<file path="src/shared/sysctl_pkg.sv">
/*
 Constants for the accelerometer system control register bank: register
 offsets, field positions, reset values and rate timing.
 Assumes a 40 MHz ref_clk and a classic Wishbone slave with byte addressing.
*/
package sysctl_pkg;
	localparam logic [7:0] ID_INDEX = 8'h0d;
	localparam logic [7:0] CTRL_INDEX = 8'h2a;
	localparam logic [7:0] AUX_INDEX = 8'h2b;
	localparam logic [7:0] FIFO_INDEX = 8'h2c;
	localparam logic [7:0] STATUS_INDEX = 8'h2d;
	localparam logic [7:0] PTR_INDEX = 8'h2e;
	localparam logic [7:0] XMSB_INDEX = 8'h01;
	localparam logic [7:0] ZLSB_INDEX = 8'h06;
	// Identifier is arbitrary
	localparam logic [7:0] PART_ID = 8'h5c;
	localparam logic [7:0] CTRL_RESET = 8'h00;
	localparam logic [7:0] AUX_TEMP_ON = 8'h03;
	// Sample period in base periods per rate code; 800 Hz is one base period
	localparam logic [11:0] MULT_DR0 = 12'h001;
	localparam logic [11:0] MULT_DR1 = 12'h002;
	localparam logic [11:0] MULT_DR2 = 12'h004;
	localparam logic [11:0] MULT_DR3 = 12'h008;
	localparam logic [11:0] MULT_DR4 = 12'h010;
	localparam logic [11:0] MULT_DR5 = 12'h040;
	localparam logic [11:0] MULT_DR6 = 12'h080;
	localparam logic [11:0] MULT_DR7 = 12'h200;
	localparam int ACTIVE_BIT = 0;
	localparam int FREAD_BIT = 1;
	localparam int LNOISE_BIT = 2;
	localparam int DR_LSB = 3;
	localparam int ASLP_LSB = 6;
	localparam logic [1:0] FIFO_MODE_OFF = 2'h0;
	localparam logic [13:0] RANGE_LNOISE_MAX = 14'h1000;
	// Period of the fastest rate, 1.25 ms, in nanoseconds
	localparam int BASE_PERIOD_NS = 1250000;
	localparam int CLK_PERIOD_NS = 25;
	localparam int BASE_CYCLES = BASE_PERIOD_NS / CLK_PERIOD_NS;
	localparam int DIV_W = 12;
endpackage

</file>
<file path="src/design/accel_system_control_regs.sv">
/*
 System control register bank of a three-axis accelerometer, as a classic
 Wishbone slave. Holds the identification and primary control registers,
 a sample rate timer, low-noise clamping and the burst address pointer.
 Assumes sensor data and sleep state arrive on plain synchronous inputs.
*/
`timescale 1ns/1ps
module accel_system_control_regs (
	input wire logic ref_clk,
	input wire logic rst_n,
	input wire logic wb_cyc_i,
	input wire logic wb_stb_i,
	input wire logic wb_we_i,
	input wire logic [9:0] wb_adr_i,
	input wire logic [3:0] wb_sel_i,
	input wire logic [31:0] wb_dat_i,
	output logic [31:0] wb_dat_o,
	output logic wb_ack_o,
	input wire logic auto_sleep,
	input wire logic burst_advance,
	input wire logic [13:0] accel_raw,
	input wire logic [13:0] event_threshold,
	output logic [13:0] accel_out,
	output logic threshold_hit,
	output logic sample_tick,
	output logic [7:0] burst_addr,
	output logic active_mode,
	output logic low_noise
);
	typedef enum logic [1:0] {
		BUS_IDLE = 2'b01,
		BUS_ACK = 2'b10
	} bus_state_t;

	bus_state_t bus_q, bus_d;
	logic [7:0] ctrl_q, ctrl_d;
	logic [7:0] aux_q, aux_d;
	logic [1:0] fifo_q, fifo_d;
	logic [31:0] rdat_q, rdat_d;
	logic [7:0] ptr_q, ptr_d;
	logic [13:0] accel_q, accel_d;
	logic hit_q, hit_d;
	logic reject_q, reject_d;
	logic ack_q, ack_d;
	logic [7:0] index;
	logic wr_ok;
	logic [11:0] mult;
	logic tick;

	// Register index from the word address; byte offset bits are ignored
	assign index = wb_adr_i[9:2];
	assign wr_ok = (bus_q == BUS_IDLE) && wb_cyc_i && wb_stb_i && wb_we_i && wb_sel_i[0];

	// Rate code to period multiple of the 1.25 ms base; 2^code except top codes
	function automatic logic [11:0] dr_mult(input logic [2:0] code);
		unique case (code)
			3'h0: dr_mult = sysctl_pkg::MULT_DR0;
			3'h1: dr_mult = sysctl_pkg::MULT_DR1;
			3'h2: dr_mult = sysctl_pkg::MULT_DR2;
			3'h3: dr_mult = sysctl_pkg::MULT_DR3;
			3'h4: dr_mult = sysctl_pkg::MULT_DR4;
			3'h5: dr_mult = sysctl_pkg::MULT_DR5;
			3'h6: dr_mult = sysctl_pkg::MULT_DR6;
			3'h7: dr_mult = sysctl_pkg::MULT_DR7;
		endcase
	endfunction

	// Sleep poll code to the same multiple: 50, 12.5, 6.25, 1.56 Hz
	function automatic logic [11:0] sleep_mult(input logic [1:0] code);
		unique case (code)
			2'h0: sleep_mult = dr_mult(3'h4);
			2'h1: sleep_mult = dr_mult(3'h5);
			2'h2: sleep_mult = dr_mult(3'h6);
			2'h3: sleep_mult = dr_mult(3'h7);
		endcase
	endfunction

	// Effective sample period: sleep overrides, temperature doubles
	always_comb begin
		mult = auto_sleep ? sleep_mult(ctrl_q[sysctl_pkg::ASLP_LSB +: 2])
			: dr_mult(ctrl_q[sysctl_pkg::DR_LSB +: 3]);
		if (aux_q == sysctl_pkg::AUX_TEMP_ON) begin
			mult = {mult[10:0], 1'b0};
		end
	end

	rate_timer #(
		.BASE(sysctl_pkg::BASE_CYCLES)
	) u_timer (
		.ref_clk(ref_clk),
		.rst_n(rst_n),
		.run(ctrl_q[sysctl_pkg::ACTIVE_BIT]),
		.mult(mult),
		.tick(tick)
	);

	// Register writes; CTRL fields other than active freeze while Active
	always_comb begin
		ctrl_d = ctrl_q;
		aux_d = aux_q;
		fifo_d = fifo_q;
		reject_d = reject_q;
		if (wr_ok) begin
			unique case (index)
				sysctl_pkg::CTRL_INDEX: begin
					ctrl_d[sysctl_pkg::ACTIVE_BIT] = wb_dat_i[sysctl_pkg::ACTIVE_BIT];
					if (!ctrl_q[sysctl_pkg::ACTIVE_BIT]) begin
						ctrl_d[7:2] = wb_dat_i[7:2];
						if (fifo_q == sysctl_pkg::FIFO_MODE_OFF) begin
							ctrl_d[sysctl_pkg::FREAD_BIT] = wb_dat_i[sysctl_pkg::FREAD_BIT];
						end
					end
					// Sticky flag shows a field change dropped while Active; reads back for debug
					if ((wb_dat_i[7:1] != ctrl_q[7:1]) && ctrl_q[sysctl_pkg::ACTIVE_BIT]) begin
						reject_d = 1'b1;
					end
				end
				sysctl_pkg::AUX_INDEX: aux_d = wb_dat_i[7:0];
				sysctl_pkg::FIFO_INDEX: fifo_d = wb_dat_i[1:0];
				sysctl_pkg::STATUS_INDEX: reject_d = 1'b0;
				default: ;
			endcase
		end
	end

	// Bus handshake: one wait state, ack for a single cycle
	always_comb begin
		bus_d = bus_q;
		rdat_d = rdat_q;
		ack_d = 1'b0;
		unique case (bus_q)
			BUS_IDLE: begin
				if (wb_cyc_i && wb_stb_i) begin
					bus_d = BUS_ACK;
					ack_d = 1'b1;
					unique case (index)
						sysctl_pkg::ID_INDEX: rdat_d = {24'h000000, sysctl_pkg::PART_ID};
						sysctl_pkg::CTRL_INDEX: rdat_d = {24'h000000, ctrl_q};
						sysctl_pkg::AUX_INDEX: rdat_d = {24'h000000, aux_q};
						sysctl_pkg::FIFO_INDEX: rdat_d = {30'h0, fifo_q};
						sysctl_pkg::STATUS_INDEX: rdat_d = {31'h0, reject_q};
						sysctl_pkg::PTR_INDEX: rdat_d = {24'h000000, ptr_q};
						default: rdat_d = 32'h00000000;
					endcase
				end
			end
			BUS_ACK: bus_d = BUS_IDLE;
			// A corrupted state code falls back to idle rather than hanging the bus
			default: bus_d = BUS_IDLE;
		endcase
	end

	// Burst pointer; fast-read skips low bytes and wraps after Z high
	always_comb begin
		ptr_d = ptr_q;
		if (burst_advance) begin
			if (ctrl_q[sysctl_pkg::FREAD_BIT]) begin
				ptr_d = (ptr_q >= sysctl_pkg::ZLSB_INDEX - 8'h02) ? sysctl_pkg::XMSB_INDEX
					: ptr_q + 8'h02;
			end else begin
				ptr_d = (ptr_q >= sysctl_pkg::ZLSB_INDEX) ? sysctl_pkg::XMSB_INDEX
					: ptr_q + 8'h01;
			end
		end
	end

	// Data path: clamp in low-noise, truncate in fast-read
	always_comb begin
		logic [13:0] mag;
		logic [13:0] val;
		mag = accel_raw[13] ? 14'(-accel_raw) : accel_raw;
		val = accel_raw;
		if (ctrl_q[sysctl_pkg::LNOISE_BIT] && mag > sysctl_pkg::RANGE_LNOISE_MAX) begin
			val = accel_raw[13] ? 14'(-sysctl_pkg::RANGE_LNOISE_MAX)
				: sysctl_pkg::RANGE_LNOISE_MAX;
			mag = sysctl_pkg::RANGE_LNOISE_MAX;
		end
		accel_d = ctrl_q[sysctl_pkg::FREAD_BIT] ? {val[13:6], 6'h00} : val;
		hit_d = (mag >= event_threshold) && (event_threshold != 14'h0000);
	end

	always_ff @(posedge ref_clk or negedge rst_n) begin
		if (!rst_n) begin
			bus_q <= BUS_IDLE;
			ctrl_q <= sysctl_pkg::CTRL_RESET;
			aux_q <= 8'h00;
			fifo_q <= sysctl_pkg::FIFO_MODE_OFF;
			reject_q <= 1'b0;
			rdat_q <= 32'h00000000;
			ptr_q <= sysctl_pkg::XMSB_INDEX;
			accel_q <= 14'h0000;
			hit_q <= 1'b0;
			ack_q <= 1'b0;
		end else begin
			bus_q <= bus_d;
			ctrl_q <= ctrl_d;
			aux_q <= aux_d;
			fifo_q <= fifo_d;
			reject_q <= reject_d;
			rdat_q <= rdat_d;
			ptr_q <= ptr_d;
			accel_q <= accel_d;
			hit_q <= hit_d;
			ack_q <= ack_d;
		end
	end

	assign wb_dat_o = rdat_q;
	assign wb_ack_o = ack_q;
	assign accel_out = accel_q;
	assign threshold_hit = hit_q;
	assign sample_tick = tick;
	assign burst_addr = ptr_q;
	assign active_mode = ctrl_q[sysctl_pkg::ACTIVE_BIT];
	assign low_noise = ctrl_q[sysctl_pkg::LNOISE_BIT];

	property p_active_freeze;
		@(posedge ref_clk) disable iff (!rst_n)
		ctrl_q[sysctl_pkg::ACTIVE_BIT] |=> ctrl_q[7:1] == $past(ctrl_q[7:1]);
	endproperty
	a_active_freeze: assert property (p_active_freeze) else $error("Field changed while Active");

	property p_fread_fifo;
		@(posedge ref_clk) disable iff (!rst_n)
		fifo_q != sysctl_pkg::FIFO_MODE_OFF |=> $stable(ctrl_q[sysctl_pkg::FREAD_BIT]);
	endproperty
	a_fread_fifo: assert property (p_fread_fifo) else $error("Fast-read changed with FIFO on");

	property p_id_read;
		@(posedge ref_clk) disable iff (!rst_n)
		bus_q == BUS_IDLE && wb_cyc_i && wb_stb_i && index == sysctl_pkg::ID_INDEX
			|=> wb_ack_o && wb_dat_o[7:0] == sysctl_pkg::PART_ID;
	endproperty
	a_id_read: assert property (p_id_read) else $error("Identifier read wrong");

	property p_fread_byte;
		@(posedge ref_clk) disable iff (!rst_n)
		ctrl_q[sysctl_pkg::FREAD_BIT] && $stable(ctrl_q) |=> accel_out[5:0] == 6'h00;
	endproperty
	a_fread_byte: assert property (p_fread_byte) else $error("Low bits in fast-read");

	property p_lnoise_clamp;
		@(posedge ref_clk) disable iff (!rst_n)
		ctrl_q[sysctl_pkg::LNOISE_BIT] && $stable(ctrl_q) && !accel_raw[13]
			|=> accel_out <= sysctl_pkg::RANGE_LNOISE_MAX;
	endproperty
	a_lnoise_clamp: assert property (p_lnoise_clamp) else $error("Range over 4 g");

	property p_thresh_unreached;
		@(posedge ref_clk) disable iff (!rst_n)
		ctrl_q[sysctl_pkg::LNOISE_BIT] && event_threshold > sysctl_pkg::RANGE_LNOISE_MAX
			|=> !threshold_hit;
	endproperty
	a_thresh_unreached: assert property (p_thresh_unreached) else $error("High threshold hit");

	property p_fread_skip;
		@(posedge ref_clk) disable iff (!rst_n)
		burst_advance && ctrl_q[sysctl_pkg::FREAD_BIT] |=> !burst_addr[0] == 1'b0;
	endproperty
	a_fread_skip: assert property (p_fread_skip) else $error("Pointer on a low byte");

	property p_standby_stop;
		@(posedge ref_clk) disable iff (!rst_n)
		!ctrl_q[sysctl_pkg::ACTIVE_BIT] ##1 !ctrl_q[sysctl_pkg::ACTIVE_BIT] |=> !sample_tick;
	endproperty
	a_standby_stop: assert property (p_standby_stop) else $error("Tick in Standby");

	property p_ack_one;
		@(posedge ref_clk) disable iff (!rst_n)
		wb_ack_o |=> !wb_ack_o;
	endproperty
	a_ack_one: assert property (p_ack_one) else $error("Ack longer than one cycle");

	// Sleep poll code 00 replaces whatever data rate is selected
	property p_sleep_override;
		@(posedge ref_clk) disable iff (!rst_n)
		auto_sleep && aux_q != sysctl_pkg::AUX_TEMP_ON && ctrl_q[sysctl_pkg::ASLP_LSB +: 2] == 2'h0
			|-> mult == sysctl_pkg::MULT_DR4;
	endproperty
	a_sleep_override: assert property (p_sleep_override) else $error("Sleep rate not used");

	property p_poll_slow;
		@(posedge ref_clk) disable iff (!rst_n)
		auto_sleep && aux_q != sysctl_pkg::AUX_TEMP_ON && ctrl_q[sysctl_pkg::ASLP_LSB +: 2] == 2'h3
			|-> mult == sysctl_pkg::MULT_DR7;
	endproperty
	a_poll_slow: assert property (p_poll_slow) else $error("Slowest poll rate wrong");

	// Temperature on turns the 800 Hz period into the 400 Hz one
	property p_temp_half;
		@(posedge ref_clk) disable iff (!rst_n)
		aux_q == sysctl_pkg::AUX_TEMP_ON && !auto_sleep && ctrl_q[sysctl_pkg::DR_LSB +: 3] == 3'h0
			|-> mult == sysctl_pkg::MULT_DR1;
	endproperty
	a_temp_half: assert property (p_temp_half) else $error("Rate not halved");

	property p_reject_hold;
		@(posedge ref_clk) disable iff (!rst_n)
		reject_q && !(wr_ok && index == sysctl_pkg::STATUS_INDEX) |=> reject_q;
	endproperty
	a_reject_hold: assert property (p_reject_hold) else $error("Reject flag lost");

	// After the Z high byte a fast-read burst starts over at X high
	property p_ptr_wrap;
		@(posedge ref_clk) disable iff (!rst_n)
		burst_advance && ctrl_q[sysctl_pkg::FREAD_BIT] && burst_addr == sysctl_pkg::ZLSB_INDEX - 8'h01
			|=> burst_addr == sysctl_pkg::XMSB_INDEX;
	endproperty
	a_ptr_wrap: assert property (p_ptr_wrap) else $error("Pointer did not wrap");
endmodule

</file>
<file path="src/design/rate_timer.sv">
/*
 Sample tick generator: one pulse per output sample period.
 Assumes the base period count and a power-of-two multiplier from the bank.
*/
`timescale 1ns/1ps
module rate_timer #(
	parameter int BASE = 50000
) (
	input wire logic ref_clk,
	input wire logic rst_n,
	input wire logic run,
	input wire logic [11:0] mult,
	output logic tick
);
	logic [16:0] base_q, base_d;
	logic [11:0] mul_q, mul_d;
	logic tick_d;
	localparam logic [16:0] BASE_LAST = 17'(BASE - 1);

	// Base prescaler then period multiplier; stops in Standby
	always_comb begin
		base_d = base_q;
		mul_d = mul_q;
		tick_d = 1'b0;
		if (!run) begin
			base_d = '0;
			mul_d = '0;
		end else if (base_q == BASE_LAST) begin
			base_d = '0;
			if (mul_q >= mult - 12'h001) begin
				mul_d = '0;
				tick_d = 1'b1;
			end else begin
				mul_d = mul_q + 12'h001;
			end
		end else begin
			base_d = base_q + 17'h00001;
		end
	end

	always_ff @(posedge ref_clk or negedge rst_n) begin
		if (!rst_n) begin
			base_q <= '0;
			mul_q <= '0;
			tick <= 1'b0;
		end else begin
			base_q <= base_d;
			mul_q <= mul_d;
			tick <= tick_d;
		end
	end
endmodule

</file>
<file path="config.mk">
export PLATFORM = sky130hd
export DESIGN_NAME = accel_system_control_regs
export DESIGN_NICKNAME = d
export VERILOG_FILES = /design/src/shared/sysctl_pkg.sv /design/src/design/accel_system_control_regs.sv /design/src/design/rate_timer.sv
export SDC_FILE = /design/constraint.sdc
export NUM_CORES = 1
export LEC_CHECK = 0
export BUFFER_PORTS_ARGS = -buffer_cell sky130_fd_sc_hd__buf_2
export CORE_ASPECT_RATIO = 1.5
export CORE_MARGIN = 5
export CORE_UTILIZATION = 58
export CTS_CLUSTER_DIAMETER = 120
export DETAILED_ROUTE_END_ITERATION = 10
export PLACE_DENSITY = 0.93
export SLEW_MARGIN = 10
export SYNTH_ARGS = -nofsm -noshare
export SYNTH_HDL_FRONTEND = slang
export SYNTH_SLANG_ARGS = --single-unit
export TNS_END_PERCENT = 20
</file>
<file path="constraint.sdc">
create_clock -name ref_clk -period 7.1 [get_ports ref_clk]
set_clock_uncertainty 0.15 [all_clocks]
set_input_delay 0.71 -clock ref_clk [delete_from_list [all_inputs] [get_ports ref_clk]]
set_output_delay 0.71 -clock ref_clk [all_outputs]
set_load 0.1 [all_outputs]
</file>
==> Word-level counts from Yosys, hierarchy flattened <==
Memories as Yosys holds them, arrays and structs flattened.
Index checks and enable logic that the tools add are counted.
W data, S select, Z words.
{ "word_totals": {"register_bits": 107, "latch_bits": 0, "ramBits": 0, "rom_bits": 64, "input_bits": 81, "output_inout_bits": 59, "elab_cells": 89, "n_memories": 1} }
{ "op_classes": {"n_addsub": 6, "mul": 0, "n_div": 0, "order_cmp": 5, "eq_ne": 16, "shifts": 0, "n_mux": 26, "n_bitwise": 1, "reduce_logical": 19} }
{ "mem_list": {"columns": ["memory", "depth", "width", "rd", "rd_ports_with_merged_regs", "wr", "line_no", "source"], "rows": [
  ["(no name shown)", 8, 8, 1, 0, 0, "accel_system_control_regs.sv:56", "unique case (code)"]
]} }
{ "ops": {"columns": ["operator", "count"], "rows": [
  ["$mux W12", 5],
  ["$mux W14", 4],
  ["$pmux W12 S4", 1],
  ["$pmux W8 S6", 1],
  ["$eq A8 B6 Y1 const B", 5],
  ["$mux W17", 2],
  ["$mux W8", 3],
  ["$add A17 B1 Y17 const B", 1],
  ["$eq A17 B16 Y1 const B", 1],
  ["$ge A8 B3 Y1 const B", 2],
  ["$ge A14 B14 Y1", 1],
  ["$gt A14 B13 Y1 const B", 1],
  ["$neg A14 Y14", 1],
  ["$reduce_bool A14 Y1", 1],
  ["$add A12 B1 Y12 const B", 1],
  ["$ge A12 B12 Y1", 1],
  ["$sub A12 B1 Y12 const B", 1],
  ["$add A8 B1 Y8 const B", 1],
  ["$add A8 B2 Y8 const B", 1],
  ["$eq A8 B2 Y1 const B", 1],
  ["$eq A8 B4 Y1 const B", 1],
  ["$logic_and A1 B1 Y1", 8],
  ["$reduce_and A2 Y1", 4],
  ["$ne A7 B7 Y1", 1],
  ["other kinds (13)", 24]
]} }

==> Longest topological paths before layout <==
Gate-level depths: netlist of run 1.
{ "depth": {"ltp_word": 9, "ltp_mapped": 18, "depth_no_buf": 15} }

==> Cells and area by module <==
From an unflattened synthesis of run 1, not the netlist that was laid out.
{ "hier_totals": {"hier_cells": 639, "area_unflattened_um2": 5988.2} }
{ "by_module_without_submodules": {"columns": ["mod", "n_inst", "cells_each", "area_per_inst_um2", "seq_area_each_um2"], "rows": [
  ["accel_system_control_regs", 1, 412, 3938.8, 1328.8],
  ["rate_timer", 1, 227, 2049.5, 750.7]
]} }

==> Worst setup path after synthesis of run 1 <==
No wires, ideal clock.
{ "synth_path": {"path_type": "input to register", "startpoint": "in auto_sleep", "endpoint": "reg u_timer.mul_q[2]", "setup_time_ps": 64, "arrival_time_ps": 4141, "required_time_ps": 6886, "setup_slack_ps": 2745, "stages": 15, "n_path_buf": 3, "cell_sequence": "clkbuf_1 nor2_1 or4b_2 ha_1 o21a_1 o221a_2 ha_1 nand4_1 nor3_1 a221o_1 or3_1 clkbuf_1 clkbuf_1 nor3b_1 a21o_1"} }
{ "synth_via": {"elab_chain_len": 7} }
{ "synth_lines": {"columns": ["item", "line_no", "source"], "rows": [
  ["start, declared", "accel_system_control_regs.sv:19", "input wire logic auto_sleep,"],
  ["$mux W12", "accel_system_control_regs.sv:80", "mult = auto_sleep ? sleep_mult(ctrl_q[sysctl_pkg::ASLP_LSB +: 2])"],
  ["$mux W12", "accel_system_control_regs.sv:82", "if (aux_q == sysctl_pkg::AUX_TEMP_ON) begin"],
  ["$sub A12 B1 Y12", "rate_timer.sv:30", "if (mul_q >= mult - 12'h001) begin"],
  ["$ge A12 B12 Y1", "rate_timer.sv:30", null],
  ["$mux W12", "rate_timer.sv:30", null],
  ["$mux W12", "rate_timer.sv:28", "end else if (base_q == BASE_LAST) begin"],
  ["$mux W12", "rate_timer.sv:25", "if (!run) begin"],
  ["end signal, assigned", "rate_timer.sv:48", "mul_q <= mul_d;"],
  ["end, declared", "rate_timer.sv:16", "logic [11:0] mul_q, mul_d;"]
]} }
No other way between the ends. The select of a mux whose other input is x is not followed.
A chain may end at the register's enable or synchronous reset.

==> Worst setup path after layout of run 1 <==
{ "layout_path": {"startpoint": "reg aux_q[5]", "endpoint": "reg u_timer.mul_q[11]"} }
{ "layout_via": {"elab_chain_len": 7} }
{ "layout_lines": {"columns": ["item", "line_no", "source"], "rows": [
  ["start, declared", "accel_system_control_regs.sv:37", "logic [7:0] aux_q, aux_d;"],
  ["start signal, assigned", "accel_system_control_regs.sv:197", "aux_q <= aux_d;"],
  ["$eq A8 B2 Y1", "accel_system_control_regs.sv:82", null],
  ["$mux W12", "accel_system_control_regs.sv:82", null],
  ["$sub A12 B1 Y12", "rate_timer.sv:30", null],
  ["$ge A12 B12 Y1", "rate_timer.sv:30", null],
  ["$mux W12", "rate_timer.sv:30", null],
  ["$mux W12", "rate_timer.sv:28", null],
  ["$mux W12", "rate_timer.sv:25", null]
]} }
No other way between the ends. The select of a mux whose other input is x is not followed.

==> run summary, run 1 <==
slowest cell delay on critical path: 0.61 ns
Cell Area, Synth: 5490 um2
fin crit share: 62.8%
critical path peak fanout: 17
row count: 43
antenna violations before repair: 0
RSZ-0062 raised after global routing: false
Post-CTS Hold Fix Bufs: 0
CTS resizes: 0
Initial DRC Count: 332
max frequency: 224 MHz
NumNets Final: 782
Yosys warnings: 0
Post-CTS Setup Inserts: 0
power per cell area: 229 nW/um2
Worst IR Drop VDD: 0.317 mV
WL final: 13.5 mm
WP buf/inv: 0
flops & latches, synth: 83
first-pass GRT wire length: 22.6 mm
die area: 11500 um2
Clock Tree Root: clkbuf_16
number of flops mapped to enable cells by yosys: 0
post-route ant nets: 0
Core Footprint: 9250 um2
most common cell after layout, fill and taps aside: buf_2
Bufs on Longest Clock Path: 2
max-cap violations: 0
WP data arrival: 4.59 ns
worst slew pin tran: 1.01 ns
grt total ovfl: 0
PortBufs: 86
critical path class: reg -> reg
Startpoint Class: register
status: finished clean
Sink Count: 83
Via Count: 4799
Placed Cells incl. Taps: 768
Slew HR: 32.0%
CTS tree: done
Final GP Congestion: 0.923
final non-filler cell total: 784
Pre-antenna DRT Iters: 5
worst hold path type: reg -> reg
largest net degree at the start of global routing: 84
DP HPWL: 10.1 mm
Slew Viols, Final: 0
worst-path cell with the longest stage delay: or3_1
die height: 129 um
Layout area overhead: 12.8%
Design Power: 1.42 mW
Routed WL per cell: 17.3 um
Static Leak: 2.99 nW
# DRC: 0
crit-path cells: nor4b_1, and4b_1, xor2_1, nand3b_1, ha_1, nand3_1, nor3_1, mux2i_1, ha_1, nand4_1, nor3_1, a221o_1, or3_1, nor3b_1, a21o_1
Syn Area/Cell: 9.25 um2
number of global-route vias before repair: 4972
Netlist cell types: 69
Post-synth top flop: dfrtp_1
asr flop ratio synth: 100%
clock latency on the worst-skew pair: 0.34 ns
CTS clk-pin slew, worst paths: 0.06 ns
diode count: 0
final hold vios: 0
CTS Buf Count: 9
Die W: 89.4 um
Cells after Synth: 593
H-tree Lvls: 3
Crit path required time: 7.24 ns
Ports: 140
leading cell types in the layout, fill and taps excluded: buf_2, dfrtp_1, nor2_1
worst hold margin: 0.306 ns
Global Route Usage Sum: 24.9%
Initial Util: 59.3%
sequential-to-total area share from yosys stat: 37.9%
Final TNS setup: 0 ns
Setup-failing EPs final: 0
post-DR vias/cell: 6.12
Top Family by Delay on Critical Path: simple AND/OR/NAND/NOR gates
Worst R2R Setup Slack: 2.64 ns
Worst Setup End Kind: register
Final min period: 4.46 ns
fraction of layout cells with a size suffix above 1: 20.7%
per-stage QoR:
stage	setup WS, ns	cell area, um2	utilization [%]
floorplan	2.74	5570	-
global placement	2.53	5870	63.4
detailed placement	2.40	5870	63.4
CTS	2.68	6190	66.9
global route	2.30	6190	66.9
finish	2.64	6190	66.9
synth_stat cells, types with 3 or more instances:
master	number	area share (%)
xnor2_1	14	2.2
a221oi_1	5	0.80
nor3b_2	3	0.68
nor2b_1	24	2.7
or4_1	6	0.82
a31oi_1	5	0.57
nand2b_1	7	0.80
nand3_1	14	1.3
a21oi_1	15	1.4
xor2_1	19	3.0
inv_1	31	2.1
o21a_1	5	0.68
nor3b_1	10	1.4
mux2_2	18	3.7
clkbuf_1	17	1.2
nor3_2	3	0.55
buf_4	24	3.3
mux2i_1	6	1.1
nor4_1	8	0.91
a21o_1	5	0.68
nor2_1	60	4.1
o21ai_0	27	2.5
dfrtp_1	81	37
nand4_1	11	1.3
or3_1	7	0.80
ha_1	34	7.8
nor4b_1	4	0.64
or4b_2	3	0.55
o22a_1	5	0.80
or2_2	3	0.34
a222oi_1	3	0.55
and3_1	14	1.6
nand2_1	38	2.6
nor3_1	12	1.1
layout make-up:
| type | count | area [um2] |
|---|---|---|
| multi-input combinational | 455 | 3090 |
| clock buffer | 9 | 225 |
| clock inverter | 7 | 98.8 |
| timing repair buffer | 86 | 433 |
| fill | 703 | 3060 |
| sequential | 83 | 2080 |
| tap | 112 | 140 |
| inverter | 32 | 120 |
logic make-up after synthesis:
| group | Yosys count | share of synthesized area, % |
|---|---|---|
| multiplexers | 24 | 4.79 |
| adder cells (fa/ha/maj) | 34 | 7.75 |
| buffers and inverters | 78 | 7.30 |
| XOR/XNOR | 33 | 5.27 |
| other | 2 | 0.137 |
| AO/OA/AOI/OAI | 101 | 13.1 |
| AND/OR/NAND/NOR | 238 | 23.8 |
| flip-flops | 83 | 37.9 |
power by group:
part           total (mW)  internal [mW]  switching [mW]
sequential          0.519          0.496          0.0230
combinational       0.389         0.0845           0.304
clock               0.512          0.311           0.201
routing by layer:
layer / vias to the layer above / wire length [um] / global-route usage [%]
met2: 202 / 7250 / 43.8
met3: 58 / 735 / 4.45
met5: - / 0 / 0
met1: 2312 / 4900 / 26.8
li1: 2227 / - / -
met4: 0 / 651 / 15.6
state kept, by name (all words and copies together), names as in the netlist:
| signal | flops |
|---|---|
| fifo_q | 2 |
| ctrl_q | 8 |
| wb_dat_o | 8 |
| u_timer.mul_q | 12 |
| u_timer.tick | 1 |
| aux_q | 8 |
| reject_q | 1 |
| bus_q | 2 |
| u_timer.base_q | 17 |
| accel_out | 14 |
| threshold_hit | 1 |
| wb_ack_o | 1 |
| burst_addr | 8 |
worst paths after layout:
path,cells past startpoint,startpoint,to
max,15,aux_q[5],u_timer.mul_q[11]
min,1,u_timer.base_q[0],u_timer.base_q[0]
max reg2reg,15,aux_q[5],u_timer.mul_q[11]
min reg2reg,1,u_timer.base_q[0],u_timer.base_q[0]
max in group asynchronous,1,rst_n,u_timer.base_q[13]
min in group asynchronous,1,rst_n,u_timer.mul_q[9]
Power figures use the tool's default switching activity.
==> run 2, diff against run 1 <==
--- a/config.mk
+++ b/config.mk
@@ -8,10 +8,10 @@
 export BUFFER_PORTS_ARGS = -buffer_cell sky130_fd_sc_hd__buf_2
 export CORE_ASPECT_RATIO = 1.5
 export CORE_MARGIN = 5
-export CORE_UTILIZATION = 58
+export CORE_UTILIZATION = 54
 export CTS_CLUSTER_DIAMETER = 120
 export DETAILED_ROUTE_END_ITERATION = 10
-export PLACE_DENSITY = 0.93
+export PLACE_DENSITY = 0.88
 export SLEW_MARGIN = 10
 export SYNTH_ARGS = -nofsm -noshare
 export SYNTH_HDL_FRONTEND = slang
==> constraint.sdc (replaced) <==
create_clock -name ref_clk -period 4.5 [get_ports ref_clk]
set_clock_uncertainty 0.15 [all_clocks]
set_input_delay 0.45 -clock ref_clk [delete_from_list [all_inputs] [get_ports ref_clk]]
set_output_delay 0.45 -clock ref_clk [all_outputs]
set_load 0.1 [all_outputs]
==> run summary, run 2 (synthesis results as in run 1) <==
Layout area overhead: 13.9%
RSZ-0062 raised after global routing: false
Design Power: 2.25 mW
max-cap violations: 0
Global Route Usage Sum: 22.3%
NumNets Final: 787
# DRC: 0
Largest Register: u_timer.base_q
Crit path required time: 4.55 ns
status: finished clean
WL final: 13.4 mm
Clock Tree Root: clkbuf_16
post-route ant nets: 0
Routed WL per cell: 16.9 um
CTS clk-pin slew, worst paths: 0.06 ns
leading cell types in the layout, fill and taps excluded: buf_2, dfrtp_1, nor2_1
Post-CTS Setup Inserts: 0
clock latency on the worst-skew pair: 0.34 ns
final core utilization: 62.4%
H-tree Lvls: 3
Sw Ratio: 36.4%
Die W: 92.3 um
critical path class: in -> reg
grt total ovfl: 0
power per cell area: 360 nW/um2
final instance area: 6250 um2
Slew HR: 31.0%
fraction of layout cells with a size suffix above 1: 21.4%
CTS Buf Count: 9
Sink Count: 83
die height: 133 um
die area: 12300 um2
max frequency: 246 MHz
max reg flops: 17
most common cell after layout, fill and taps aside: buf_2
fillers: 827
Worst Setup End Kind: register
WP data arrival: 4.12 ns
diode count: 0
final hold vios: 0
Bufs on Longest Clock Path: 2
sequential share of power: 36.2%
Slew Viols, Final: 0
first-pass GRT wire length: 22.4 mm
clock network power share: 36.7%
critical path peak fanout: 9
Via Count: 4737
slowest cell delay on critical path: 0.62 ns
Initial DRC Count: 264
PortBufs: 86
crit-path cells: buf_2, inv_1, ha_1, or4b_1, nor4_1, a21boi_0, o221a_2, o31a_4, nor2_1, ha_1, nor2b_1, o21a_1, o21a_1, o21ai_0, a211o_1, a41oi_1
post-DR vias/cell: 5.97
Core Footprint: 10000 um2
worst hold margin: 0.108 ns
Setup-failing EPs final: 0
worst-path cell with the longest stage delay: or4b_1
Pre-antenna DRT Iters: 5
fin crit share: 90.4%
area post-placement: 5910 um2
worst hold path type: in -> async
row count: 45
switching power: 819 uW
combinational power share: 27.1%
DP HPWL: 10.0 mm
Final TNS setup: 0 ns
P_int: 1.43 mW
Static Leak: 3.02 nW
Initial Util: 54.7%
Startpoint Class: input pin
CTS tree: done
Ports: 140
worst slew pin tran: 1.03 ns
Final min period: 4.07 ns
Final GP Congestion: 0.899
Worst IR Drop VDD: 0.363 mV
top flop regs: u_timer.base_q (17), accel_out (14), u_timer.mul_q (12)
antenna violations before repair: 0
number of global-route vias before repair: 4933
largest net degree at the start of global routing: 84
[run 2: layout make-up]
class | instances | area [um2] | area share, %
Inverter | 32 | 120 | 1.92
Sequential cell | 83 | 2080 | 33.3
Multi-Input combinational cell | 455 | 3100 | 49.6
Clock inverter | 5 | 83.8 | 1.34
Timing Repair Buffer | 91 | 470 | 7.53
Tap cell | 117 | 146 | 2.34
Clock buffer | 11 | 253 | 4.04
[run 2: metrics by stage]
stage / cells / worst slack, ns
after floorplan: 616 / 0.395
after global placement: 778 / 0.294
after detailed placement: 778 / 0.144
after CTS: 794 / 0.260
after global routing: 794 / 0.0592
final: 794 / 0.434
[run 2: power groups by stage]
stage	registers [mW]	clock network [mW]	logic (mW)
floorplan	1.04	0	0.279
global placement	0.828	0	0.590
detailed placement	0.828	0	0.609
CTS	0.815	0.835	0.611
global route	0.820	0.868	0.651
finish	0.816	0.826	0.610
[run 2: repair_timing]
| item | 4_1_cts | 5_1_grt |
|---|---|---|
| gates resized for setup | 0 | 1 |
| hold buffers | 0 | 0 |
| endpoints found under the hold margin | 0 | 0 |
| setup endpoints to repair | 0 | 4 |
[run 2: critical path, delay by kind of cell]
| kind | cells | cell delay (ns) |
|---|---|---|
| AO/OA/AOI/OAI | 8 | 1.53 |
| adder cells (fa/ha/maj) | 2 | 0.49 |
| AND/OR/NAND/NOR | 4 | 1.42 |
| buffers and inverters | 2 | 0.24 |
[run 2: worst paths after layout]
check | slack (ns) | from | cells past startpoint | endpoint
worst max-delay path | 0.43 | accel_raw[0] | 16 | threshold_hit
worst min-delay path | 0.11 | rst_n | 1 | u_timer.mul_q[8]
worst max register to register | 0.44 | aux_q[1] | 13 | u_timer.mul_q[11]
worst min register to register | 0.33 | wb_dat_o[7] | 2 | wb_dat_o[7]
max in group asynchronous | 3.40 | rst_n | 1 | u_timer.mul_q[3]
min in group ref_clk | 0.24 | wb_dat_i[7] | 3 | ctrl_q[7]
[run 2: layer usage]
metal	track usage, %	share of wire, %	vias up
met2	38.9	53	174
met1	24.7	38	2293
met4	12.5	4.4	0
met3	4.92	5.2	45
li1	-	-	2225
met5	0	0	-
